`src/hdl/wfc_pkg.sv`:
```
// Shared constants and types of the waveform fault and capture control block.
// Assumes a 32-bit AXI4-Lite register bus and 8-bit registers in the low byte lane.
package wfc_pkg;

  localparam int ADDR_W = 8;
  localparam int CAP_W  = 12;

  // Register byte addresses
  localparam logic [ADDR_W-1:0] OFS_RUN_CTRL  = 8'h00;
  localparam logic [ADDR_W-1:0] OFS_INPUT_A   = 8'h04;
  localparam logic [ADDR_W-1:0] OFS_INPUT_B   = 8'h08;
  localparam logic [ADDR_W-1:0] OFS_EXT_CFG   = 8'h0C;
  localparam logic [ADDR_W-1:0] OFS_CAP_HIGH  = 8'h10;
  localparam logic [ADDR_W-1:0] OFS_CAP_LOW   = 8'h14;
  localparam logic [ADDR_W-1:0] OFS_MATRIX    = 8'h18;
  localparam logic [ADDR_W-1:0] OFS_IRQ_MASK  = 8'h1C;

  // Field positions
  localparam int CTRL_RUN_BIT     = 0;
  localparam int CTRL_AUTORUN_BIT = 2;
  localparam int IC_CAPEN_BIT     = 7;
  localparam int IC_SRC_BIT       = 6;
  localparam int IC_EDGE_BIT      = 5;
  localparam int IC_FILT_BIT      = 4;
  localparam int IC_MODE_MSB      = 3;
  localparam int IC_MODE_LSB      = 0;
  localparam int EXT_EDGE_A_BIT   = 3;
  localparam int EXT_EDGE_B_BIT   = 2;
  localparam int EXT_SRC_A_BIT    = 1;
  localparam int EXT_SRC_B_BIT    = 0;
  localparam int CAP_SOFT_BIT     = 7;
  localparam int IM_SYNC_BIT      = 5;
  localparam int IM_EVB_BIT       = 4;
  localparam int IM_EVA_BIT       = 3;

  // Reset values and masks
  localparam logic [7:0] REG_RESET     = 8'h00;
  localparam logic [7:0] IM_WRITE_MASK = 8'h3B;
  localparam logic [7:0] EXT_WRITE_MASK = 8'h0F;
  localparam logic [7:0] CTRL_WRITE_MASK = 8'h05;

  // Noise filter depth in samples
  localparam int FILTER_SAMPLES = 4;

  // AXI responses
  localparam logic [1:0] RESP_OKAY   = 2'h0;
  localparam logic [1:0] RESP_SLVERR = 2'h2;

  // Fault mode codes
  localparam logic [3:0] MODE_IGNORE       = 4'h0;
  localparam logic [3:0] MODE_DT_WAIT      = 4'h1;
  localparam logic [3:0] MODE_PULSE_WAIT   = 4'h2;
  localparam logic [3:0] MODE_PULSE_HOLD   = 4'h3;
  localparam logic [3:0] MODE_DEACTIVATE   = 4'h4;
  localparam logic [3:0] MODE_STOP_DT      = 4'h5;
  localparam logic [3:0] MODE_DT_WAIT_ALT  = 4'h6;
  localparam logic [3:0] MODE_HALT         = 4'h7;
  localparam logic [3:0] MODE_RETRIG       = 4'h8;
  localparam logic [3:0] MODE_RETRIG_FIX   = 4'h9;
  localparam logic [3:0] MODE_RETRIG_OFF   = 4'hE;

  // Decoded action offered to the waveform engine
  typedef enum logic [3:0] {
    ACT_NONE         = 4'h0,
    ACT_JUMP_DT_WAIT = 4'h1,
    ACT_PULSE_WAIT   = 4'h2,
    ACT_PULSE_HOLD   = 4'h3,
    ACT_DEACTIVATE   = 4'h4,
    ACT_STOP_DT      = 4'h5,
    ACT_HALT         = 4'h6,
    ACT_RETRIG       = 4'h7,
    ACT_RETRIG_FIX   = 4'h8,
    ACT_RETRIG_OFF   = 4'h9
  } wfc_action_t;

  // Input candidates; bit index equals the source select code
  typedef struct packed {
    logic comp2;
    logic altPin;
    logic comp1;
    logic mainPin;
  } wfc_src_t;

  typedef struct packed {
    logic [1:0] srcSel;
    logic [1:0] edgeSel;
    logic       filtEn;
  } wfc_in_cfg_t;

  typedef struct packed {
    logic evt;
    logic active;
  } wfc_in_res_t;

  typedef struct packed {
    wfc_action_t action;
    logic        evt;
    logic        active;
  } wfc_fault_t;

endpackage : wfc_pkg

```
`src/hdl/wfc_input_block.sv`:
```
// One retrigger/fault input block: source select, noise filter, edge/level detect.
// Assumes the candidate inputs are already synchronous to clk.
`timescale 1ns/10ps
module wfc_input_block
  import wfc_pkg::*;
(
  input  wire logic        clk,
  input  wire logic        srst,
  input  wire wfc_src_t    srcs,
  input  wire wfc_in_cfg_t cfg,
  output wfc_in_res_t      res
);

  typedef struct packed {
    logic [FILTER_SAMPLES-1:0] hist;
    logic                      filt;
    wfc_in_res_t               res;
  } wfc_blk_state_t;

  wfc_blk_state_t q;
  wfc_blk_state_t d;
  logic           raw;

  always_comb begin
    d   = q;
    raw = srcs[cfg.srcSel];
    d.hist = {q.hist[FILTER_SAMPLES-2:0], raw};
    // Filter trades three cycles of latency for glitch immunity
    if (cfg.filtEn) begin
      if (&d.hist) begin
        d.filt = 1'b1;
      end else if (~|d.hist) begin
        d.filt = 1'b0;
      end
    end else begin
      d.filt = raw;
    end
    unique case (cfg.edgeSel)
      2'b00: begin
        d.res.evt    = q.filt & ~d.filt;
        d.res.active = ~d.filt;
      end
      2'b01: begin
        d.res.evt    = ~q.filt & d.filt;
        d.res.active = d.filt;
      end
      2'b10: begin
        d.res.evt    = q.filt ^ d.filt;
        d.res.active = 1'b0;
      end
      default: begin
        // Reserved code stays quiet
        d.res.evt    = 1'b0;
        d.res.active = 1'b0;
      end
    endcase
  end

  always_ff @(posedge clk) begin
    if (srst) begin
      q <= '0;
    end else begin
      q <= d;
    end
  end

  assign res = q.res;

endmodule : wfc_input_block

```
`src/hdl/wfc_top.sv`:
```
// Run control, two fault/retrigger inputs, 12-bit capture and output matrix.
// Assumes an AXI4-Lite master, a free counter and ramp number from the generator.
//
// Function
// - Writing run bit starts the channel
// - Run bit overrides autorun follow bit
// - Two identical input blocks A and B
// - Capture enable lets input events capture counter
// - Source select low bit, high in extended
// - Edge select low bit, high in extended
// - Filter needs four equal samples to change
// - Modes 0,1,6,2,3: ignore, stop, pulse actions
// - Modes 4,5,7: deactivate, insert dead-time, halt
// - Modes 8,9,14: edge and fixed retrigger
// - Soft trigger bit captures counter at once
// - Soft bit reads one after software capture
// - Enabled input event loads counter into capture
// - Capture is 12 bits, high nibble plus byte
// - Shared temporary high byte makes reads atomic
// - Matrix bits 7..4 drive output B per ramp
// - Matrix bits 3..0 drive output A per ramp
// - Sync error flag with enable raises request
// - Block B event with enable raises request
// - Autorun follows the preceding channel run
// - Source codes: main, comparator1, alternate, comparator2
// - Edge codes: falling, rising, toggle, reserved
//
// Our own choices: the placing of the registers and register access over AXI4-Lite.
`timescale 1ns/10ps
module wfc_top
  import wfc_pkg::*;
(
  input  wire logic              clk,
  input  wire logic              srst,
  input  wire logic [ADDR_W-1:0] s_axi_awaddr,
  input  wire logic              s_axi_awvalid,
  output logic                   s_axi_awready,
  input  wire logic [31:0]       s_axi_wdata,
  input  wire logic [3:0]        s_axi_wstrb,
  input  wire logic              s_axi_wvalid,
  output logic                   s_axi_wready,
  output logic [1:0]             s_axi_bresp,
  output logic                   s_axi_bvalid,
  input  wire logic              s_axi_bready,
  input  wire logic [ADDR_W-1:0] s_axi_araddr,
  input  wire logic              s_axi_arvalid,
  output logic                   s_axi_arready,
  output logic [31:0]            s_axi_rdata,
  output logic [1:0]             s_axi_rresp,
  output logic                   s_axi_rvalid,
  input  wire logic              s_axi_rready,
  input  wire logic              masterRun,
  input  wire logic              syncErrFlag,
  input  wire logic [CAP_W-1:0]  counterValue,
  input  wire logic [1:0]        rampNum,
  input  wire wfc_src_t          inputSrcs,
  output logic                   runActive,
  output logic                   outAPin,
  output logic                   outBPin,
  output logic                   outAMirrorPin,
  output logic                   outBMirrorPin,
  output wfc_fault_t             faultA,
  output wfc_fault_t             faultB,
  output logic                   syncErrIrq,
  output logic                   eventAIrq,
  output logic                   eventBIrq
);

  typedef struct packed {
    logic              awHave;
    logic [ADDR_W-1:0] awAddr;
    logic              awReady;
    logic              wHave;
    logic [7:0]        wData;
    logic              wLane0;
    logic              wReady;
    logic              bValid;
    logic [1:0]        bResp;
    logic              arReady;
    logic              rValid;
    logic [7:0]        rData;
    logic [1:0]        rResp;
    logic              runBit;
    logic              autoBit;
    logic [7:0]        inCtlA;
    logic [7:0]        inCtlB;
    logic [7:0]        extCfg;
    logic [7:0]        matrix;
    logic [7:0]        irqMask;
    logic [CAP_W-1:0]  capture;
    logic              softCap;
    logic [7:0]        tempHigh;
    logic              runActive;
    logic              outA;
    logic              outB;
    wfc_fault_t        fa;
    wfc_fault_t        fb;
    logic              syncIrq;
    logic              evAIrq;
    logic              evBIrq;
  } wfc_state_t;

  localparam wfc_state_t RST_STATE = '{
    awReady: 1'b1,
    wReady:  1'b1,
    arReady: 1'b1,
    default: '0
  };

  wfc_state_t  q;
  wfc_state_t  d;
  wfc_in_cfg_t cfgA;
  wfc_in_cfg_t cfgB;
  wfc_in_res_t resA;
  wfc_in_res_t resB;
  logic        softTrig;
  logic        hwCapture;
  logic        deactA;
  logic        deactB;
  logic        wrErr;
  logic        rdErr;
  logic [7:0]  rdByte;

  function automatic wfc_action_t decodeMode(input logic [3:0] mode);
    wfc_action_t act;
    act = ACT_NONE;
    unique case (mode)
      MODE_IGNORE:      act = ACT_NONE;
      MODE_DT_WAIT:     act = ACT_JUMP_DT_WAIT;
      MODE_DT_WAIT_ALT: act = ACT_JUMP_DT_WAIT;
      MODE_PULSE_WAIT:  act = ACT_PULSE_WAIT;
      MODE_PULSE_HOLD:  act = ACT_PULSE_HOLD;
      MODE_DEACTIVATE:  act = ACT_DEACTIVATE;
      MODE_STOP_DT:     act = ACT_STOP_DT;
      MODE_HALT:        act = ACT_HALT;
      MODE_RETRIG:      act = ACT_RETRIG;
      MODE_RETRIG_FIX:  act = ACT_RETRIG_FIX;
      MODE_RETRIG_OFF:  act = ACT_RETRIG_OFF;
      // Reserved codes act as ignore
      default:          act = ACT_NONE;
    endcase
    return act;
  endfunction : decodeMode

  // Both blocks share one layout; the extended register holds the high bits
  always_comb begin
    cfgA.srcSel  = {q.extCfg[EXT_SRC_A_BIT], q.inCtlA[IC_SRC_BIT]};
    cfgA.edgeSel = {q.extCfg[EXT_EDGE_A_BIT], q.inCtlA[IC_EDGE_BIT]};
    cfgA.filtEn  = q.inCtlA[IC_FILT_BIT];
    cfgB.srcSel  = {q.extCfg[EXT_SRC_B_BIT], q.inCtlB[IC_SRC_BIT]};
    cfgB.edgeSel = {q.extCfg[EXT_EDGE_B_BIT], q.inCtlB[IC_EDGE_BIT]};
    cfgB.filtEn  = q.inCtlB[IC_FILT_BIT];
  end

  wfc_input_block u_block_a (
    .clk  (clk),
    .srst (srst),
    .srcs (inputSrcs),
    .cfg  (cfgA),
    .res  (resA)
  );

  wfc_input_block u_block_b (
    .clk  (clk),
    .srst (srst),
    .srcs (inputSrcs),
    .cfg  (cfgB),
    .res  (resB)
  );

  always_comb begin
    d         = q;
    softTrig  = 1'b0;
    wrErr     = 1'b0;
    rdErr     = 1'b0;
    rdByte    = REG_RESET;

    // Write channels taken independently
    if (s_axi_awvalid && q.awReady) begin
      d.awHave  = 1'b1;
      d.awAddr  = s_axi_awaddr;
      d.awReady = 1'b0;
    end
    if (s_axi_wvalid && q.wReady) begin
      d.wHave  = 1'b1;
      d.wData  = s_axi_wdata[7:0];
      d.wLane0 = s_axi_wstrb[0];
      d.wReady = 1'b0;
    end

    // Register write once both halves are held
    if (q.awHave && q.wHave && !q.bValid) begin
      d.awHave = 1'b0;
      d.wHave  = 1'b0;
      d.bValid = 1'b1;
      unique case (q.awAddr)
        OFS_RUN_CTRL: begin
          if (q.wLane0) begin
            d.runBit  = q.wData[CTRL_RUN_BIT];
            d.autoBit = q.wData[CTRL_AUTORUN_BIT];
          end
        end
        OFS_INPUT_A: begin
          if (q.wLane0) begin
            d.inCtlA = q.wData;
          end
        end
        OFS_INPUT_B: begin
          if (q.wLane0) begin
            d.inCtlB = q.wData;
          end
        end
        OFS_EXT_CFG: begin
          if (q.wLane0) begin
            d.extCfg = q.wData & EXT_WRITE_MASK;
          end
        end
        OFS_CAP_HIGH: begin
          softTrig = q.wLane0 & q.wData[CAP_SOFT_BIT];
        end
        OFS_CAP_LOW: begin
          // Read-only, write dropped
          softTrig = 1'b0;
        end
        OFS_MATRIX: begin
          if (q.wLane0) begin
            d.matrix = q.wData;
          end
        end
        OFS_IRQ_MASK: begin
          if (q.wLane0) begin
            d.irqMask = q.wData & IM_WRITE_MASK;
          end
        end
        default: begin
          wrErr = 1'b1;
        end
      endcase
      d.bResp = wrErr ? RESP_SLVERR : RESP_OKAY;
    end
    if (q.bValid && s_axi_bready) begin
      d.bValid  = 1'b0;
      d.awReady = 1'b1;
      d.wReady  = 1'b1;
    end

    // Read path, one cycle to answer
    if (s_axi_arvalid && q.arReady) begin
      d.arReady = 1'b0;
      d.rValid  = 1'b1;
      unique case (s_axi_araddr)
        OFS_RUN_CTRL: begin
          rdByte[CTRL_RUN_BIT]     = q.runBit;
          rdByte[CTRL_AUTORUN_BIT] = q.autoBit;
        end
        OFS_INPUT_A:  rdByte = q.inCtlA;
        OFS_INPUT_B:  rdByte = q.inCtlB;
        OFS_EXT_CFG:  rdByte = q.extCfg;
        // High byte comes from the latch, not the live capture
        OFS_CAP_HIGH: rdByte = q.tempHigh;
        OFS_CAP_LOW: begin
          rdByte     = q.capture[7:0];
          d.tempHigh = {q.softCap, 3'b000, q.capture[CAP_W-1:8]};
        end
        OFS_MATRIX:   rdByte = q.matrix;
        OFS_IRQ_MASK: rdByte = q.irqMask;
        default: begin
          rdErr = 1'b1;
        end
      endcase
      d.rData = rdByte;
      d.rResp = rdErr ? RESP_SLVERR : RESP_OKAY;
    end
    if (q.rValid && s_axi_rready) begin
      d.rValid  = 1'b0;
      d.arReady = 1'b1;
    end

    // Capture; a software trigger wins over a same-cycle input event
    hwCapture = (resA.evt & q.inCtlA[IC_CAPEN_BIT])
              | (resB.evt & q.inCtlB[IC_CAPEN_BIT]);
    if (softTrig) begin
      d.capture = counterValue;
      d.softCap = 1'b1;
    end else if (hwCapture) begin
      d.capture = counterValue;
      d.softCap = 1'b0;
    end

    // Run bit prevails; autorun only follows the master
    d.runActive = q.runBit | (q.autoBit & masterRun);

    // Fault decode per block
    d.fa.action = decodeMode(q.inCtlA[IC_MODE_MSB:IC_MODE_LSB]);
    d.fa.evt    = resA.evt;
    d.fa.active = resA.active;
    d.fb.action = decodeMode(q.inCtlB[IC_MODE_MSB:IC_MODE_LSB]);
    d.fb.evt    = resB.evt;
    d.fb.active = resB.active;

    // Deactivating modes force outputs low but leave timing alone
    deactA = resA.active & ((d.fa.action == ACT_DEACTIVATE)
                          | (d.fa.action == ACT_RETRIG_OFF));
    deactB = resB.active & ((d.fb.action == ACT_DEACTIVATE)
                          | (d.fb.action == ACT_RETRIG_OFF));
    d.outA = ~(deactA | deactB) & q.matrix[{1'b0, rampNum}];
    d.outB = ~(deactA | deactB) & q.matrix[{1'b1, rampNum}];

    // Interrupt requests; flags themselves live elsewhere
    d.syncIrq = q.irqMask[IM_SYNC_BIT] & syncErrFlag;
    d.evAIrq  = q.irqMask[IM_EVA_BIT] & resA.evt;
    d.evBIrq  = q.irqMask[IM_EVB_BIT] & resB.evt;
  end

  always_ff @(posedge clk) begin
    if (srst) begin
      q <= RST_STATE;
    end else begin
      q <= d;
    end
  end

  assign s_axi_awready = q.awReady;
  assign s_axi_wready  = q.wReady;
  assign s_axi_bresp   = q.bResp;
  assign s_axi_bvalid  = q.bValid;
  assign s_axi_arready = q.arReady;
  assign s_axi_rdata   = {24'h00_0000, q.rData};
  assign s_axi_rresp   = q.rResp;
  assign s_axi_rvalid  = q.rValid;
  assign runActive     = q.runActive;
  assign outAPin       = q.outA;
  assign outBPin       = q.outB;
  // Mirror pins follow the same matrix bit
  assign outAMirrorPin = q.outA;
  assign outBMirrorPin = q.outB;
  assign faultA        = q.fa;
  assign faultB        = q.fb;
  assign syncErrIrq    = q.syncIrq;
  assign eventAIrq     = q.evAIrq;
  assign eventBIrq     = q.evBIrq;

endmodule : wfc_top

```
`config.mk`:
```
export PLATFORM = sky130hd
export DESIGN_NAME = wfc_top
export DESIGN_NICKNAME = d
export VERILOG_FILES = /design/src/hdl/wfc_pkg.sv /design/src/hdl/wfc_input_block.sv /design/src/hdl/wfc_top.sv
export SDC_FILE = /design/constraint.sdc
export NUM_CORES = 1
export LEC_CHECK = 0
export BUFFER_PORTS_ARGS = -buffer_cell sky130_fd_sc_hd__buf_2
export CAP_MARGIN = 10
export CORE_AREA = 5 5 108 110
export CTS_CLUSTER_SIZE = 14
export DETAILED_ROUTE_END_ITERATION = 16
export DIE_AREA = 0 0 113 115
export HOLD_SLACK_MARGIN = 0.1
export PLACE_DENSITY = 0.84
export SYNTH_ARGS = -nofsm -noshare
export SYNTH_HDL_FRONTEND = slang
export SYNTH_SLANG_ARGS = --single-unit
```
`constraint.sdc`:
```
create_clock -name clk -period 4.3 [get_ports clk]
set_clock_uncertainty 0.15 [all_clocks]
set_input_delay 0.215 -clock clk [delete_from_list [all_inputs] [get_ports clk]]
set_output_delay 0.215 -clock clk [all_outputs]
set_load 0.01 [all_outputs]
```
==> results by group, run 1 <==
Status
  • Outcome: complete, no violations

Critical path
  • CP max stage cell: or4_1
  • Crit Path Category: flip-flop to flip-flop
  • Critical path cell sequence: or4b_1, or4_1, mux2i_1, or2_2, inv_1, ha_1, nand3b_1, o21ai_0, o41ai_1
  • Critical Path End Type: flip-flop
  • RR Endpoint: d[12]
  • Crit start category: flip-flop
  • Crit path arrival time: 3.63 ns
  • Reg2Reg Depth: 9
  • R2r setup slk: 0.92 ns
  • Crit-path max cell delay: 0.89 ns
  • R2R Path Start: q[110]
  • Critical Path RT: 4.55 ns
  • CP max FO: 14

Flow run
  • Max-capacitance violation count: 0

STA
  • Min Tclk post-route: 3.38 ns
  • Final period util: 0.786
  • Fmax: 0.296 GHz
  • Max-slew violation count: 0
  • Relative slew slack: 0.459
  • Worst Tran Pin Value: 0.812 ns
  • Final count of hold timing violations: 0
  • Setup TNS: 0 ns
  • Final setup vio count: 0
  • RSZ-0062 raised after global routing: no
  • Final hold slack: 0.116 ns
  • Final WS setup: 0.919 ns

Routing
  • Iter 0 DRT Violations: 294
  • Final routed DRC violation total: 0
  • Routed length per instance: 15.6 um
  • Antenna Nets Post-Route: 0
  • Drt pass-1 iters: 7
  • Post-Route WL: 13800 um
  • Vias per cell: 5.29
  • Vias: 4679

Logic synthesis
  • Synth unique cells: 56
  • Yosys warns: 0
  • EDFF count, synth: 0
  • Number of synthesized register bits: 125
  • Area share of the largest cell type after synthesis: 0.439
  • Top cells by area, synth: dfxtp_1, mux2i_1, buf_4
  • Async set-reset flop share out of synthesis: 0
  • Seq/Total Area, Yosys: 0.439
  • Post-synth top area cell: dfxtp_1
  • Synthesized area: 5700 um2
  • Count leader, synth: dfxtp_1
  • Syn avg cell area: 9.09 um2
  • Synth cell count leaders: dfxtp_1, nand2_1, nor2_1
  • Cell count after synthesis: 627
  • Top FF cell, synth: dfxtp_1

Pwr
  • P_sw: 625 uW
  • Register share of total power: 0.450
  • Leakage power: 0.00295 uW
  • Worst vdd ir: 0.235 mV
  • Combinational power share: 0.069
  • PwrDens: 383 nW/um2
  • Switching Fraction: 0.233
  • Clock share of power: 0.481
  • Pint: 2060 uW

Placement
  • Area after DPL: 5900 um2
  • Final HPWL DP: 9350 um
  • Port bufs: 86
  • GPL Wtd Cong: 0.902
  • DP Worst Slack: 0.979 ns

Floorplan
  • # IOs: 140
  • Row cnt: 38
  • Die height: 115 um
  • Total Die Area: 13000 um2
  • Initial core utilization: 0.537
  • Chip Width: 113 um
  • Core Region: 10600 um2

Min path
  • Hold Crit Depth: 2
  • Hold Crit Start: srst
  • Hold Path Sink: runActive
  • Hold Path Class: input pin to flip-flop

Clocking
  • Worst-skew pair later-pin latency: 0.51 ns
  • # resized after CTS: 0
  • Clock slew at reported path FFs: 0.06 ns
  • H-tree depth: 4
  • Hold buffer count at CTS: 56
  • Longest Clk Path Bufs: 2
  • CTS tree: built
  • Clock sinks: 125
  • TritonCTS Buffers: 17
  • Clock Root Buffer: clkbuf_8
  • Setup Fix Bufs, Post-CTS: 0

GRT
  • Global-route wire length before repair: 22600 um
  • Gr usage total: 0.218
  • Vias in the first global route: 4676
  • Initial antenna violation count: 0
  • Pin count of the biggest net entering global routing: 85
  • Grt total ovfl: 0

Finish
  • Area delta synth->final: 22.9%
  • Antenna cells: 0
  • Filler cells: 815
  • Nets@finish: 826
  • Final Core Density: 0.661
  • Fraction of layout cells with a size suffix above 1: 0.191
  • Post-Layout Inst Area: 7010 um2
[per-stage QoR]
step,total power (uW),std cells
floorplan,1340,652
global placement,1360,798
detailed placement,1370,798
CTS,2690,885
global route,2780,885
finish,2680,885
[registers in the layout, summed over array words and instances, names as in the netlist, 2 cells and up]
| signal | cells |
|---|---|
| u_block_a.d | 3 |
| faultB | 6 |
| faultA | 6 |
| q | 62 |
| u_block_a.res | 2 |
| u_block_b.d | 3 |
| d | 8 |
| u_block_b.res | 2 |
| cfgB | 5 |
| cfgA | 5 |
| s_axi_rdata | 8 |
[power groups by stage]
stage	combinational [uW]	sequential, uW	clock [uW]
3_3_place_gp	135	1230	0
3_5_place_dp	141	1230	0
5_1_grt	204	1210	1360
4_1_cts	181	1210	1300
2_1_floorplan	119	1220	0
6_report	184	1210	1290
[cells in the final DEF, fill, tap and decap left out, drive strengths merged, types with 8 or more instances in the layout]
master         n
a21oi         41
buf           89
clkbuf        20
clkinv         8
conb          26
dfxtp        125
dlygate4sd3   56
ha            14
inv           21
mux2           8
mux2i         47
nand2         67
nand2b        13
nand3         19
nor2          65
nor2b         24
nor3           9
o21ai         17
[worst max-delay path by stage]
stage                     cells past startpoint  startpoint  endpoint
final                                         9      q[110]     d[12]
after global routing                          9      q[110]     d[12]
after floorplan                               9      q[111]      d[5]
after global placement                        9      q[111]     d[12]
after detailed placement                      9      q[110]     d[12]
after CTS                                     9      q[110]     d[12]
[worst max-delay path, delay by kind of cell, from the launching register on]
kind                     cells  cell delay (ns)
AND/OR/NAND/NOR              4             1.81
AO/OA/AOI/OAI                2             0.36
flip-flops                   1             0.44
buffers and inverters        1             0.12
multiplexers                 1             0.23
adder cells (fa/ha/maj)      1             0.16
[final cells by class]
type	count	area, um2	share of cell area
multi-input combinational	422	2680	0.383
inverter	22	87.6	0.0125
timing repair buffer	145	1020	0.145
clock buffer	20	445	0.0636
sequential	125	2500	0.357
clock inverter	11	95.1	0.0136
tap	140	175	0.0250
[routing by layer]
metal	track usage	vias up	wire (um)
li1	-	2264	-
met1	0.256	2187	5450
met2	0.370	190	6900
met3	0.0600	38	1050
met4	0.103	0	378
met5	0	-	0
[logic make-up after synthesis]
family / after synthesis / synth area share
AO/OA/AOI/OAI: 90 / 0.0966
XOR/XNOR: 2 / 0.00307
adder cells (fa/ha/maj): 14 / 0.0307
buffers and inverters: 105 / 0.106
flip-flops: 125 / 0.439
multiplexers: 62 / 0.129
other: 1 / 0.000658
AND/OR/NAND/NOR: 228 / 0.195
Power figures use the tool's default switching activity.
==> run 2, diff against run 1 <==
Settings changed: CORE_AREA 5 5 108 110 to 5 5 110 112, DIE_AREA 0 0 113 115 to 0 0 115 117, PLACE_DENSITY 0.84 to 0.81.
Clock period 4.3 ns to 3.14 ns, I/O delays scaled along.
==> results by group, run 2 (synthesized netlist as in run 1, its figures left out) <==
Status
  • Outcome: complete, no violations

Pwr
  • P_sw: 831 uW (+33%)
  • Worst vdd ir: 0.282 mV (+20%)
  • PwrDens: 546 nW/um2 (+43%)
  • Pint: 3020 uW (+47%)
  • Register share of total power: 0.429 (-0.021)
  • Switching Fraction: 0.216 (-0.0172)
  • Clock share of power: 0.505 (+0.024)
  • Leakage power: 0.00298 uW (+0.76%)
  • Combinational power share: 0.066 (-0.003)

Floorplan
  • Die height: 117 um (+1.7%)
  • Total Die Area: 13500 um2 (+3.5%)
  • Core Region: 11100 um2 (+4.9%)
  • Row cnt: 39 (+2.6%)
  • Initial core utilization: 0.512 (-0.0253)
  • # IOs: 140 (unchanged)
  • Chip Width: 115 um (+1.8%)

Critical path
  • R2r setup slk: 0.12 ns (-0.79 ns)
  • Critical Path End Type: flip-flop
  • RR Endpoint: d[5]
  • Crit path arrival time: 3.12 ns (-0.51 ns)
  • Critical path cell sequence: buf_4, or4b_2, nor4_4, mux2i_1, nor2_1, inv_1, ha_1, a221oi_1, o221ai_1
  • Critical Path RT: 3.25 ns (-1.30 ns)
  • R2R Path Start: q[110]
  • Crit-path max cell delay: 0.68 ns (-0.21 ns)
  • Reg2Reg Depth: 9 (unchanged)
  • CP max stage cell: or4b_2
  • CP max FO: 6 (-8)
  • Crit start category: flip-flop
  • Crit Path Category: flip-flop to flip-flop

Clocking
  • Clock Root Buffer: clkbuf_16
  • CTS tree: built
  • Clock slew at reported path FFs: 0.05 ns (about the same)
  • Worst-skew pair later-pin latency: 0.40 ns (-0.11 ns)
  • Setup Fix Bufs, Post-CTS: 0 (unchanged)
  • Clock sinks: 125 (unchanged)
  • Longest Clk Path Bufs: 2 (unchanged)
  • H-tree depth: 4 (unchanged)
  • TritonCTS Buffers: 17 (unchanged)

Finish
  • Max reg flops: 62 (unchanged)
  • Filler cells: 864 (+6.0%)
  • Post-Layout Inst Area: 7050 um2 (+0.66%)
  • Multi-input gate area: 2700 um2 (+0.42%)
  • Antenna cells: 0 (unchanged)
  • Area delta synth->final: 23.8%
  • Fraction of layout cells with a size suffix above 1: 0.196 (+0.00537)
  • Largest reg by FF count: q
  • Commonest non-fill, non-tap cells in the layout: dfxtp_1, buf_2, nand2_1
  • Commonest non-fill, non-tap cell in the layout: dfxtp_1
  • Final Core Density: 0.634 (-0.0269)
  • FF+latch area: 2500 um2 (unchanged)
  • Nets@finish: 826 (unchanged)

STA
  • Max-slew violation count: 0 (unchanged)
  • Relative slew slack: 0.488 (+0.0297)
  • Worst Tran Pin Value: 0.765 ns (-0.0474 ns)
  • Final period util: 0.960 (+0.174)
  • Final count of hold timing violations: 0 (unchanged)
  • Min Tclk post-route: 3.02 ns (-0.365 ns)
  • Setup TNS: 0 ns (unchanged)
  • Final hold slack: 0.108 ns (-0.00805 ns)
  • RSZ-0062 raised after global routing: no
  • Final setup vio count: 0 (unchanged)
  • Final WS setup: 0.124 ns (-0.795 ns)
  • Fmax: 0.332 GHz (+12%)

Routing
  • Final routed DRC violation total: 0 (unchanged)
  • Drt pass-1 iters: 5 (-2)
  • Iter 0 DRT Violations: 353 (+20%)
  • Antenna Nets Post-Route: 0 (unchanged)
  • Routed length per instance: 16.1 um (+3.3%)
  • Vias: 4759 (+1.7%)
  • Vias per cell: 5.36 (+1.4%)
  • Post-Route WL: 14300 um (+3.7%)

Placement
  • Area after DPL: 5950 um2 (+0.70%)
  • Final HPWL DP: 9530 um (+1.9%)
  • DP Worst Slack: 0.203 ns (-0.776 ns)
  • GPL Wtd Cong: 0.923 (+2.3%)
  • Port bufs: 86 (unchanged)

Min path
  • Hold Path Class: input pin to flip-flop
  • Hold Crit Start: inputSrcs[0]
  • Hold Crit Depth: 3 (+1)
  • Hold Path Sink: u_block_b.d[4]

Flow run
  • Max-capacitance violation count: 0 (unchanged)

GRT
  • Initial antenna violation count: 0 (unchanged)
  • Gr usage total: 0.214 (-0.00317)
  • Vias in the first global route: 4668 (-0.17%)
  • Global-route wire length before repair: 22800 um (+0.86%)
  • Grt total ovfl: 0 (unchanged)
  • Pin count of the biggest net entering global routing: 70 (-18%)
[run 2: timing repair]
action	CTS	global route
hold endpoints to repair	48	0
hold buffers	51	0
setup endpoints to repair	0	2
resized for setup	0	5
[run 2: layout make-up]
cell class | count | area share
Clock buffer | 24 | 0.0669
Tap cell | 143 | 0.0254
Inverter | 22 | 0.0124
Multi-Input combinational cell | 422 | 0.382
Clock inverter | 7 | 0.0160
Sequential cell | 125 | 0.355
Timing Repair Buffer | 145 | 0.142
[run 2: worst max-delay path by stage]
stage | cells after the start | slack [ns] | end | from
floorplan | 9 | 0.35 | d[5] | q[111]
global placement | 9 | 0.30 | d[12] | q[109]
detailed placement | 9 | 0.20 | d[12] | q[109]
CTS | 9 | 0.11 | d[12] | q[109]
global route | 9 | 0.05 | d[5] | q[111]
finish | 9 | 0.12 | d[5] | q[110]
[run 2: worst max-delay path: cells and delay by family (launching register included)]
| family | cells | cell delay, ns |
|---|---|---|
| adders and majority gates | 1 | 0.24 |
| and+or+nand+nor | 3 | 1.20 |
| DFF | 1 | 0.32 |
| buffers and inverters | 2 | 0.28 |
| muxes | 1 | 0.15 |
| AOI/OAI and AO/OA | 2 | 0.53 |
[run 2: metrics by stage]
step           total power [uW]  instances
2_1_floorplan              1830        652
3_3_place_gp               1870        806
3_5_place_dp               1880        806
5_1_grt                    3960        888
6_report                   3850        888
4_1_cts                    3840        888
[run 2: power by group through the flow]
stage	sequential (uW)	combinational, uW	clock, uW
global placement	1680	190	0
global route	1650	279	2020
finish	1650	253	1940
CTS	1650	249	1940
floorplan	1670	163	0
detailed placement	1680	198	0
[run 2: layer usage]
layer  routed length [um]  up-vias  share of wire  track usage
met2                 7030      215           0.49        0.370
met3                 1100       54          0.077       0.0571
li1                     -     2273              -            -
met4                  626        0          0.044        0.106
met1                 5530     2217           0.39        0.246
met5                    0        -              0            0
